## config.mk

```make
export PLATFORM = sky130hd
export DESIGN_NAME = vip_request_prioritizer
export DESIGN_NICKNAME = d
export VERILOG_FILES = /design/src/design/vip_pkg.sv /design/src/design/vip_pick_if.sv /design/src/design/vip_slot_pick.sv /design/src/design/vip_request_prioritizer.sv
export SDC_FILE = /design/constraint.sdc
export NUM_CORES = 2
export LEC_CHECK = 0
export ABC_AREA = 1
export ABC_CLOCK_PERIOD_IN_PS = 2700
export BUFFER_PORTS_ARGS = -buffer_cell sky130_fd_sc_hd__buf_2
export CELL_PAD_IN_SITES_DETAIL_PLACEMENT = 1
export CELL_PAD_IN_SITES_GLOBAL_PLACEMENT = 1
export CORE_ASPECT_RATIO = 0.6
export CORE_MARGIN = 4
export CORE_UTILIZATION = 30
export DETAILED_ROUTE_END_ITERATION = 6
export GPL_ROUTABILITY_DRIVEN = 0
export PLACE_DENSITY_LB_ADDON = 0.08
export SYNTH_ARGS = -nofsm -noshare
export SYNTH_HDL_FRONTEND = slang
export SYNTH_SLANG_ARGS = --single-unit
```

## constraint.sdc

```tcl
create_clock -name clk_in -period 2.7 [get_ports clk_in]
set_input_delay 0.135 -clock clk_in [delete_from_list [all_inputs] [get_ports clk_in]]
set_output_delay 0.135 -clock clk_in [all_outputs]
set_load 0.05 [all_outputs]
```

## src/design/vip_pkg.sv

```systemverilog
// constants and register map of the vectored interrupt prioritizer
package vip_pkg;
	localparam int N_SRC  = 32;
	localparam int N_SLOT = 16;
	localparam int SRC_W  = 5;
	localparam int IDX_W  = 4;
	localparam int ADDR_W = 12;

	// request channel with no peripheral behind it
	localparam int SW_ONLY_CH = 1;

	// ****************************************
	// register byte offsets
	// ****************************************
	localparam logic [11:0] OFF_NORM_STAT = 12'h000;
	localparam logic [11:0] OFF_FAST_STAT = 12'h004;
	localparam logic [11:0] OFF_RAW_STAT  = 12'h008;
	localparam logic [11:0] OFF_ENABLE    = 12'h00c;
	localparam logic [11:0] OFF_CLASS     = 12'h010;
	localparam logic [11:0] OFF_SOFT      = 12'h014;
	localparam logic [11:0] OFF_DEF_ADDR  = 12'h018;
	localparam logic [11:0] OFF_VECT_ADDR = 12'h01c;
	localparam logic [11:0] OFF_EVT_STAT  = 12'h020;
	localparam logic [11:0] OFF_EVT_MASK  = 12'h024;
	localparam logic [11:0] OFF_SLOT_ADDR = 12'h100;
	localparam logic [11:0] OFF_SLOT_CTL  = 12'h200;
	localparam logic [11:0] SLOT_SPAN     = 12'h040;

	// slot control fields
	localparam int SLOT_SRC_LSB = 0;
	localparam int SLOT_EN_BIT  = 5;

	// event bits
	localparam int EVT_FAST = 0;
	localparam int EVT_NORM = 1;

	// ****************************************
	// values after reset
	// ****************************************
	localparam logic [31:0] RST_WORD  = 32'h0000_0000;
	localparam logic [1:0]  RST_EVT   = 2'h0;
	localparam logic [4:0]  RST_SRC   = 5'h00;
	localparam logic        RST_BIT   = 1'b0;
endpackage : vip_pkg

```

## src/design/vip_pick_if.sv

```systemverilog
// slot hits and the winning slot between top and priority picker
`timescale 1ns/1ps
interface vip_pick_if;
	logic [15:0] hit;
	logic        valid;
	logic [3:0]  index;

	modport req  (output hit, input valid, input index);
	modport pick (input hit, output valid, output index);
endinterface : vip_pick_if

```

## src/design/vip_slot_pick.sv

```systemverilog
// fixed priority picker over the vectored slots
`timescale 1ns/1ps
module vip_slot_pick (
	vip_pick_if.pick pk
);
	// ****************************************
	// lowest index wins
	// ****************************************
	always_comb begin
		pk.valid = 1'b0;
		pk.index = 4'h0;
		// walk downward so the last hit kept is the lowest slot
		for (int i = vip_pkg::N_SLOT - 1; i >= 0; i--) begin
			if (pk.hit[i]) begin
				pk.valid = 1'b1;
				pk.index = 4'(i);  // [RULE6]
			end
		end
	end
endmodule : vip_slot_pick

```

## src/design/vip_request_prioritizer.sv

```systemverilog
// request prioritizer top: sync, classing, slots, apb registers
`timescale 1ns/1ps

// How it works
// RULE1 - each source is fast, vectored or non-vectored
// RULE2 - software may reassign class and slots anytime
// RULE3 - fast wins; fast sources ORed to output
// RULE4 - status word shows active fast sources
// RULE5 - sixteen slots, any source in any slot
// RULE6 - slot 0 highest, slot 15 lowest
// RULE7 - vectored below fast, above non-vectored
// RULE8 - normal output ORs vectored and non-vectored
// RULE9 - vector read gives winning slot address
// RULE10 - no vectored winner gives default address
// RULE11 - status shows active normal class sources
// RULE12 - one request line per peripheral
// RULE13 - channel one takes software requests only
// RULE14 - sample inputs, register outputs, clear on reset; pslverr_out is combinational, pready_out tied high
// RULE15 - vector read value refreshed every cycle
module vip_request_prioritizer (
	input  wire logic        clk_in,
	input  wire logic        reset_n_in,
	input  wire logic [31:0] req_in,
	input  wire logic        psel_in,
	input  wire logic        penable_in,
	input  wire logic        pwrite_in,
	input  wire logic [11:0] paddr_in,
	input  wire logic [31:0] pwdata_in,
	output logic      [31:0] prdata_out,
	output logic             pready_out,
	output logic             pslverr_out,
	output logic             fast_request_out,
	output logic             normal_request_out,
	output logic             irq_out
);
	// ****************************************
	// state
	// ****************************************
	logic [31:0] req_s1_q;
	logic [31:0] req_s2_q;
	logic [31:0] enable_q;
	logic [31:0] class_q;
	logic [31:0] soft_q;
	logic [31:0] default_q;
	logic [31:0] vect_addr_q;
	logic [31:0] slot_addr_q [16];
	logic [4:0]  slot_src_q  [16];
	logic [15:0] slot_en_q;
	logic [1:0]  evt_q;
	logic [1:0]  evt_d;
	logic [1:0]  evt_mask_q;
	logic [31:0] prdata_d;

	// ****************************************
	// request lines and classes
	// ****************************************
	logic [31:0] req_line;
	logic [31:0] active;
	logic [31:0] fast_act;
	logic [31:0] norm_act;
	logic [31:0] win_addr;

	// channel 1 has no peripheral: only its software bit counts
	assign req_line = {req_s2_q[31:2], 1'b0, req_s2_q[0]}
		| soft_q;  // [RULE13] [RULE12]
	assign active   = req_line & enable_q;
	assign fast_act = active & class_q;   // [RULE1]
	assign norm_act = active & ~class_q;  // [RULE1] [RULE7]

	// ****************************************
	// vectored slots
	// ****************************************
	vip_pick_if pk ();

	genvar g;
	generate
		for (g = 0; g < vip_pkg::N_SLOT; g++) begin : g_slot
			// a fast source never counts as vectored
			assign pk.hit[g] = slot_en_q[g]
				& norm_act[slot_src_q[g]];  // [RULE5] [RULE7]
		end
	endgenerate

	vip_slot_pick u_pick (
		.pk (pk)
	);

	assign win_addr = pk.valid ? slot_addr_q[pk.index]
		: default_q;  // [RULE9] [RULE10]

	// ****************************************
	// apb decode
	// ****************************************
	logic        setup_rd;
	logic        acc_wr;
	logic        acc_rd;
	logic        in_slot_addr;
	logic        in_slot_ctl;
	logic [3:0]  slot_idx;
	logic        mapped;

	function automatic logic in_range(input logic [11:0] a,
		input logic [11:0] base);
		in_range = (a >= base) && (a < base + vip_pkg::SLOT_SPAN);
	endfunction : in_range

	function automatic logic is_reg(input logic [11:0] a,
		input logic [11:0] off);
		is_reg = (a == off);
	endfunction : is_reg

	assign setup_rd     = psel_in & ~penable_in & ~pwrite_in;
	assign acc_wr       = psel_in & penable_in & pwrite_in & mapped;
	assign acc_rd       = psel_in & penable_in & ~pwrite_in;
	assign in_slot_addr = in_range(paddr_in, vip_pkg::OFF_SLOT_ADDR);
	assign in_slot_ctl  = in_range(paddr_in, vip_pkg::OFF_SLOT_CTL);
	assign slot_idx     = paddr_in[5:2];
	assign mapped       = (paddr_in[1:0] == 2'h0)
		&& (paddr_in <= vip_pkg::OFF_EVT_MASK
		|| in_slot_addr || in_slot_ctl);

	// zero wait states; unmapped or misaligned access errors
	assign pready_out  = 1'b1;
	assign pslverr_out = psel_in & penable_in & ~mapped;

	// ****************************************
	// read data, captured in the setup cycle
	// ****************************************
	always_comb begin
		prdata_d = 32'h0000_0000;
		if (!mapped) begin
			prdata_d = 32'h0000_0000;
		end else if (is_reg(paddr_in, vip_pkg::OFF_NORM_STAT)) begin
			prdata_d = norm_act;  // [RULE11]
		end else if (is_reg(paddr_in, vip_pkg::OFF_FAST_STAT)) begin
			prdata_d = fast_act;  // [RULE4]
		end else if (is_reg(paddr_in, vip_pkg::OFF_RAW_STAT)) begin
			prdata_d = req_line;
		end else if (is_reg(paddr_in, vip_pkg::OFF_ENABLE)) begin
			prdata_d = enable_q;
		end else if (is_reg(paddr_in, vip_pkg::OFF_CLASS)) begin
			prdata_d = class_q;
		end else if (is_reg(paddr_in, vip_pkg::OFF_SOFT)) begin
			prdata_d = soft_q;
		end else if (is_reg(paddr_in, vip_pkg::OFF_DEF_ADDR)) begin
			prdata_d = default_q;
		end else if (is_reg(paddr_in, vip_pkg::OFF_VECT_ADDR)) begin
			prdata_d = vect_addr_q;  // [RULE9] [RULE10]
		end else if (is_reg(paddr_in, vip_pkg::OFF_EVT_STAT)) begin
			prdata_d = {30'h0, evt_q};
		end else if (is_reg(paddr_in, vip_pkg::OFF_EVT_MASK)) begin
			prdata_d = {30'h0, evt_mask_q};
		end else if (in_slot_addr) begin
			prdata_d = slot_addr_q[slot_idx];
		end else if (in_slot_ctl) begin
			prdata_d = {26'h0, slot_en_q[slot_idx],
				slot_src_q[slot_idx]};
		end
	end

	always_ff @(posedge clk_in or negedge reset_n_in) begin
		if (!reset_n_in) begin
			prdata_out <= vip_pkg::RST_WORD;
		end else if (setup_rd) begin
			prdata_out <= prdata_d;
		end
	end

	// ****************************************
	// input synchroniser
	// ****************************************
	always_ff @(posedge clk_in or negedge reset_n_in) begin
		if (!reset_n_in) begin
			req_s1_q <= vip_pkg::RST_WORD;
			req_s2_q <= vip_pkg::RST_WORD;
		end else begin
			req_s1_q <= req_in;    // [RULE14]
			req_s2_q <= req_s1_q;  // [RULE14]
		end
	end

	// ****************************************
	// configuration writes
	// ****************************************
	always_ff @(posedge clk_in or negedge reset_n_in) begin
		if (!reset_n_in) begin
			enable_q   <= vip_pkg::RST_WORD;  // [RULE14]
			class_q    <= vip_pkg::RST_WORD;  // [RULE14]
			soft_q     <= vip_pkg::RST_WORD;
			default_q  <= vip_pkg::RST_WORD;
			evt_mask_q <= vip_pkg::RST_EVT;
		end else if (acc_wr) begin
			if (is_reg(paddr_in, vip_pkg::OFF_ENABLE)) begin
				enable_q <= pwdata_in;  // [RULE2]
			end else if (is_reg(paddr_in, vip_pkg::OFF_CLASS)) begin
				class_q <= pwdata_in;  // [RULE2]
			end else if (is_reg(paddr_in, vip_pkg::OFF_SOFT)) begin
				soft_q <= pwdata_in;
			end else if (is_reg(paddr_in, vip_pkg::OFF_DEF_ADDR)) begin
				default_q <= pwdata_in;
			end else if (is_reg(paddr_in, vip_pkg::OFF_EVT_MASK)) begin
				evt_mask_q <= pwdata_in[1:0];
			end
		end
	end

	always_ff @(posedge clk_in or negedge reset_n_in) begin
		if (!reset_n_in) begin
			slot_en_q <= 16'h0000;  // [RULE14]
			for (int i = 0; i < vip_pkg::N_SLOT; i++) begin
				slot_addr_q[i] <= vip_pkg::RST_WORD;
				slot_src_q[i]  <= vip_pkg::RST_SRC;
			end
		end else if (acc_wr && in_slot_addr) begin
			slot_addr_q[slot_idx] <= pwdata_in;
		end else if (acc_wr && in_slot_ctl) begin
			// any source may sit in any slot
			slot_src_q[slot_idx] <= pwdata_in[4:0];  // [RULE5] [RULE2]
			slot_en_q[slot_idx]  <=
				pwdata_in[vip_pkg::SLOT_EN_BIT];  // [RULE2]
		end
	end

	// ****************************************
	// outputs to the core and vector
	// ****************************************
	always_ff @(posedge clk_in or negedge reset_n_in) begin
		if (!reset_n_in) begin
			fast_request_out   <= vip_pkg::RST_BIT;
			normal_request_out <= vip_pkg::RST_BIT;
			vect_addr_q        <= vip_pkg::RST_WORD;
		end else begin
			fast_request_out   <= |fast_act;  // [RULE3] [RULE14]
			normal_request_out <= |norm_act;  // [RULE8] [RULE14]
			vect_addr_q        <= win_addr;   // [RULE15]
		end
	end

	// ****************************************
	// event status, read clears, set wins
	// ****************************************
	logic [1:0] evt_set;
	logic       evt_clr;

	assign evt_set = {(|norm_act) & ~normal_request_out,
		(|fast_act) & ~fast_request_out};
	assign evt_clr = acc_rd & is_reg(paddr_in, vip_pkg::OFF_EVT_STAT);
	// clear only the bits this read reported: one set in setup survives
	assign evt_d   = (evt_clr ? evt_q & ~prdata_out[1:0] : evt_q)
		| evt_set;

	always_ff @(posedge clk_in or negedge reset_n_in) begin
		if (!reset_n_in) begin
			evt_q  <= vip_pkg::RST_EVT;
			irq_out <= vip_pkg::RST_BIT;
		end else begin
			evt_q  <= evt_d;
			irq_out <= |(evt_d & evt_mask_q);
		end
	end
endmodule : vip_request_prioritizer

```

==> flow_metrics.py <==
metrics = {
    "sta": {
        "slew_violations": 0,
        "setup_ws_ns": -1.21,
        "fin_crit_ns": 3.91,
        "rsz0062_at_grt": "true",
        "worst_pin_slew_ns": 0.978,
        "finClkSkew_ns": 0.0340,
        "max_freq_mhz": 256,
        "hold_violations": 0,
        "slew_headroom_pct": 34.7,
        "setup-tns-final_ns": -36.39,
        "fin_crit_sh_pct": 145,
        "setup_viol": 32,
    },
    "yosys": {
        "yosys-top-cells-area": "dfrtp_1 44%, nand2_1 12%, o21ai_0 10%, nand3_1 9.1%, inv_1 5.8%",
        "synth_seq_cells": 869,
        "synth_nets": 6859,
        "synth-async-reset-ratio_pct": 100,
        "synth.cell_area_sq_um": 49500,
        "yosys_warnings": 0,
        "synth_ff_type": "dfrtp_1",
        "synth_edf_count": 0,
        "syn-instance-count": 6778,
        "synth.avg_cell_area_sq_um": 7.30,
        "synth_cell_types": 53,
        "yosysTopAreaCellShare_pct": 43.9,
        "ys_seq_area_share_pct": 43.9,
        "yosysTopAreaCell": "dfrtp_1",
    },
    "critical_path": {
        "crit_end": "vect_addr_q[15]$_DFF_PN0_",
        "rrSetupSlack_ns": -1.21,
        "crit_start": "slot_src_q[0]$_DFFE_PN0P_",
        "reg2reg_to": "vect_addr_q[15]$_DFF_PN0_",
        "worstSetupPathType": "register to register",
        "worstPathRequired_ns": 3.39,
        "crit_arrival_ns": 4.60,
        "cp-start-kind": "register",
        "cp_max_fo": 8,
        "r2r-start": "slot_src_q[0]$_DFFE_PN0P_",
        "crit_top_cell": "nand2_1",
        "critPathCaptureType": "register",
        "crit_slowest_cell": "dfrtp_1",
        "slowest_delay_ns": 0.42,
        "worst_r2r_path_depth": 33,
    },
    "detailed_routing": {
        "wl_per_cell_um": 29.0,
        "drtIter0Drc": 6445,
        "via_count": 56485,
        "wirelength_um": 287000,
        "drt_drc_violations_left": 0,
        "final_antenna_net_count": 0,
        "drtPass1Iterations": 5,
        "viasPerCell": 5.70,
    },
    "clock_network": {
        "cts.sink_count": 869,
        "h-tree-depth": 3,
        "clk_pin_slew_ns": 0.07,
        "cts_root_buf": "clkbuf_16",
        "clock_latency_ns": 0.76,
        "clk_path_buf_depth": 3,
        "cts-buffers-inserted": 99,
        "tritoncts": "done",
    },
    "final_layout": {
        "final_cell_area_sq_um": 70500,
        "instances_no_fill": 9912,
        "syn2layout_area_growth_pct": 42.4,
        "layout_commonest_cell": "nand2_1",
        "most-common-layout-cells": "1495 x nand2_1, 975 x o21ai_0, 862 x dfrtp_1, 797 x buf_4, 742 x inv_1",
        "fin_nets": 7743,
        "final_layout_size_suffix_gt1_share_pct": 26.2,
    },
    "power_and_ir_drop": {
        "total_power_mw": 31.0,
        "leakage_nw": 31.2,
        "p_per_area_nw_per_um2": 440,
        "irDropWorstVdd_mv": 0.455,
    },
    "global_route": {
        "overflow": 0,
        "grt_pass1_vias": 55485,
        "track_usage_pct": 31.9,
        "antenna_found_initial": 16,
        "grt_pass1_wl_um": 406000,
        "grt_start_max_net_pins": 80,
    },
    "run": {
        "drv_cap": 0,
    },
    "place": {
        "dp.cells": 9488,
        "place_area_sq_um": 60600,
        "io_buffer_count": 115,
        "dp_hpwl_um": 196000,
    },
    "floorplanning": {
        "die_w_um": 532,
        "core_area_sq_um": 164000,
        "io_pins": 118,
        "start_util_pct": 30.2,
        "rows": 115,
        "die_y_um": 323,
        "die_area_sq_um": 172000,
    },
    "outcome": {
        "status": "complete, but fails checks",
        "violations": "setup timing",
    },
    "hold_path": {
        "hp-class": "primary input to register",
    },
}
report_power, final:
part           switching (mW)  leakage [nW]  internal (mW)  total, mW
Clock                    6.63          1.80           9.49       16.1
Combinational            1.29          20.6          0.513       1.81
Sequential             0.0352          8.86           13.1       13.1
Total                    7.96          31.2           23.1       31.0
per-layer routing:
layer | wire (um) | vias to the layer above | share of wire (%) | GRT usage (%)
met5 | 22 | - | 0.0077 | 0
met3 | 24000 | 391 | 8.4 | 5.48
met4 | 6670 | 4 | 2.3 | 7.34
met2 | 119000 | 2403 | 41 | 46.1
met1 | 138000 | 29088 | 48 | 49.1
li1 | - | 24599 | - | -
worst min path at each step:
stage | slack, ns | from | to | cells past startpoint
3_5_place_dp | 0.12 | reset_n_in | slot_src_q[62]$_DFFE_PN0P_ | 1
2_1_floorplan | -0.16 | reset_n_in | class_q[0]$_DFFE_PN0P_ | 0
6_report | 0.04 | req_in[26] | req_s1_q[26]$_DFF_PN0_ | 2
4_1_cts | 0.0004 | req_in[5] | req_s1_q[5]$_DFF_PN0_ | 2
5_1_grt | 0.02 | req_in[5] | req_s1_q[5]$_DFF_PN0_ | 2
3_3_place_gp | 0.12 | reset_n_in | slot_src_q[62]$_DFFE_PN0P_ | 1
synth_stat cells, types with 27 or more instances:
cell type,count
nand2_1,1646
o21ai_0,993
nand3_1,901
dfrtp_1,869
inv_1,759
clkbuf_1,368
o22ai_1,190
nor2_1,149
o211ai_1,140
buf_2,133
a21oi_1,120
nand4_1,54
a221oi_1,52
o2111ai_1,50
buf_1,39
nor3_1,36
o221ai_1,31
inv_2,27
registers in the layout, indices dropped and copies added (netlist names), 2 cells and up:
name         count
class_q         32
default_q       32
enable_q        32
evt_mask_q       2
evt_q            2
prdata_out      32
req_s1_q        31
req_s2_q        31
slot_addr_q    512
slot_en_q       16
slot_src_q      80
soft_q          32
vect_addr_q     32
per-stage QoR:
step	hold slack (ns)	utilization, %	setup slack (ns)
2_1_floorplan	-0.161	-	-0.0693
3_3_place_gp	0.123	37.0	-1.54
3_5_place_dp	0.122	37.0	-1.47
4_1_cts	0.000441	41.2	-1.15
5_1_grt	0.0201	43.0	-1.31
6_report	0.0431	43.0	-1.21
area by class of cell:
| cell class | instances | area, sq um |
|---|---|---|
| fillers | 19369 | 93400 |
| multi-input cells | 4548 | 25000 |
| flip-flops and latches | 869 | 21800 |
| repair buffers | 1345 | 14200 |
| inverters | 799 | 3060 |
| clock buffers | 124 | 2710 |
| well taps | 2164 | 2710 |
| clock inverters | 60 | 1050 |
| diodes | 3 | 7.51 |
critical path: cells and delay by family (launching register included):
family	cells	cell delay [ns]
compound gates	1	0.17
buf+inv	5	0.84
flops	1	0.42
simple gates	27	2.34
cells by family after synthesis:
logic type / share of synthesized area [%]
compound gates: 20.0
simple gates: 25.0
flops: 43.9
other cells: 0.00758
mux: 0.0860
buf+inv: 10.9
timing repair:
action,in CTS,in global routing
gates cloned,19,27
gates resized for setup,283,474
setup endpoints to repair,40,124
buffers inserted,52,54
hold endpoints to repair,1162,0
hold buffers,94,0
pin swaps,89,226
Power figures use the tool's default switching activity.
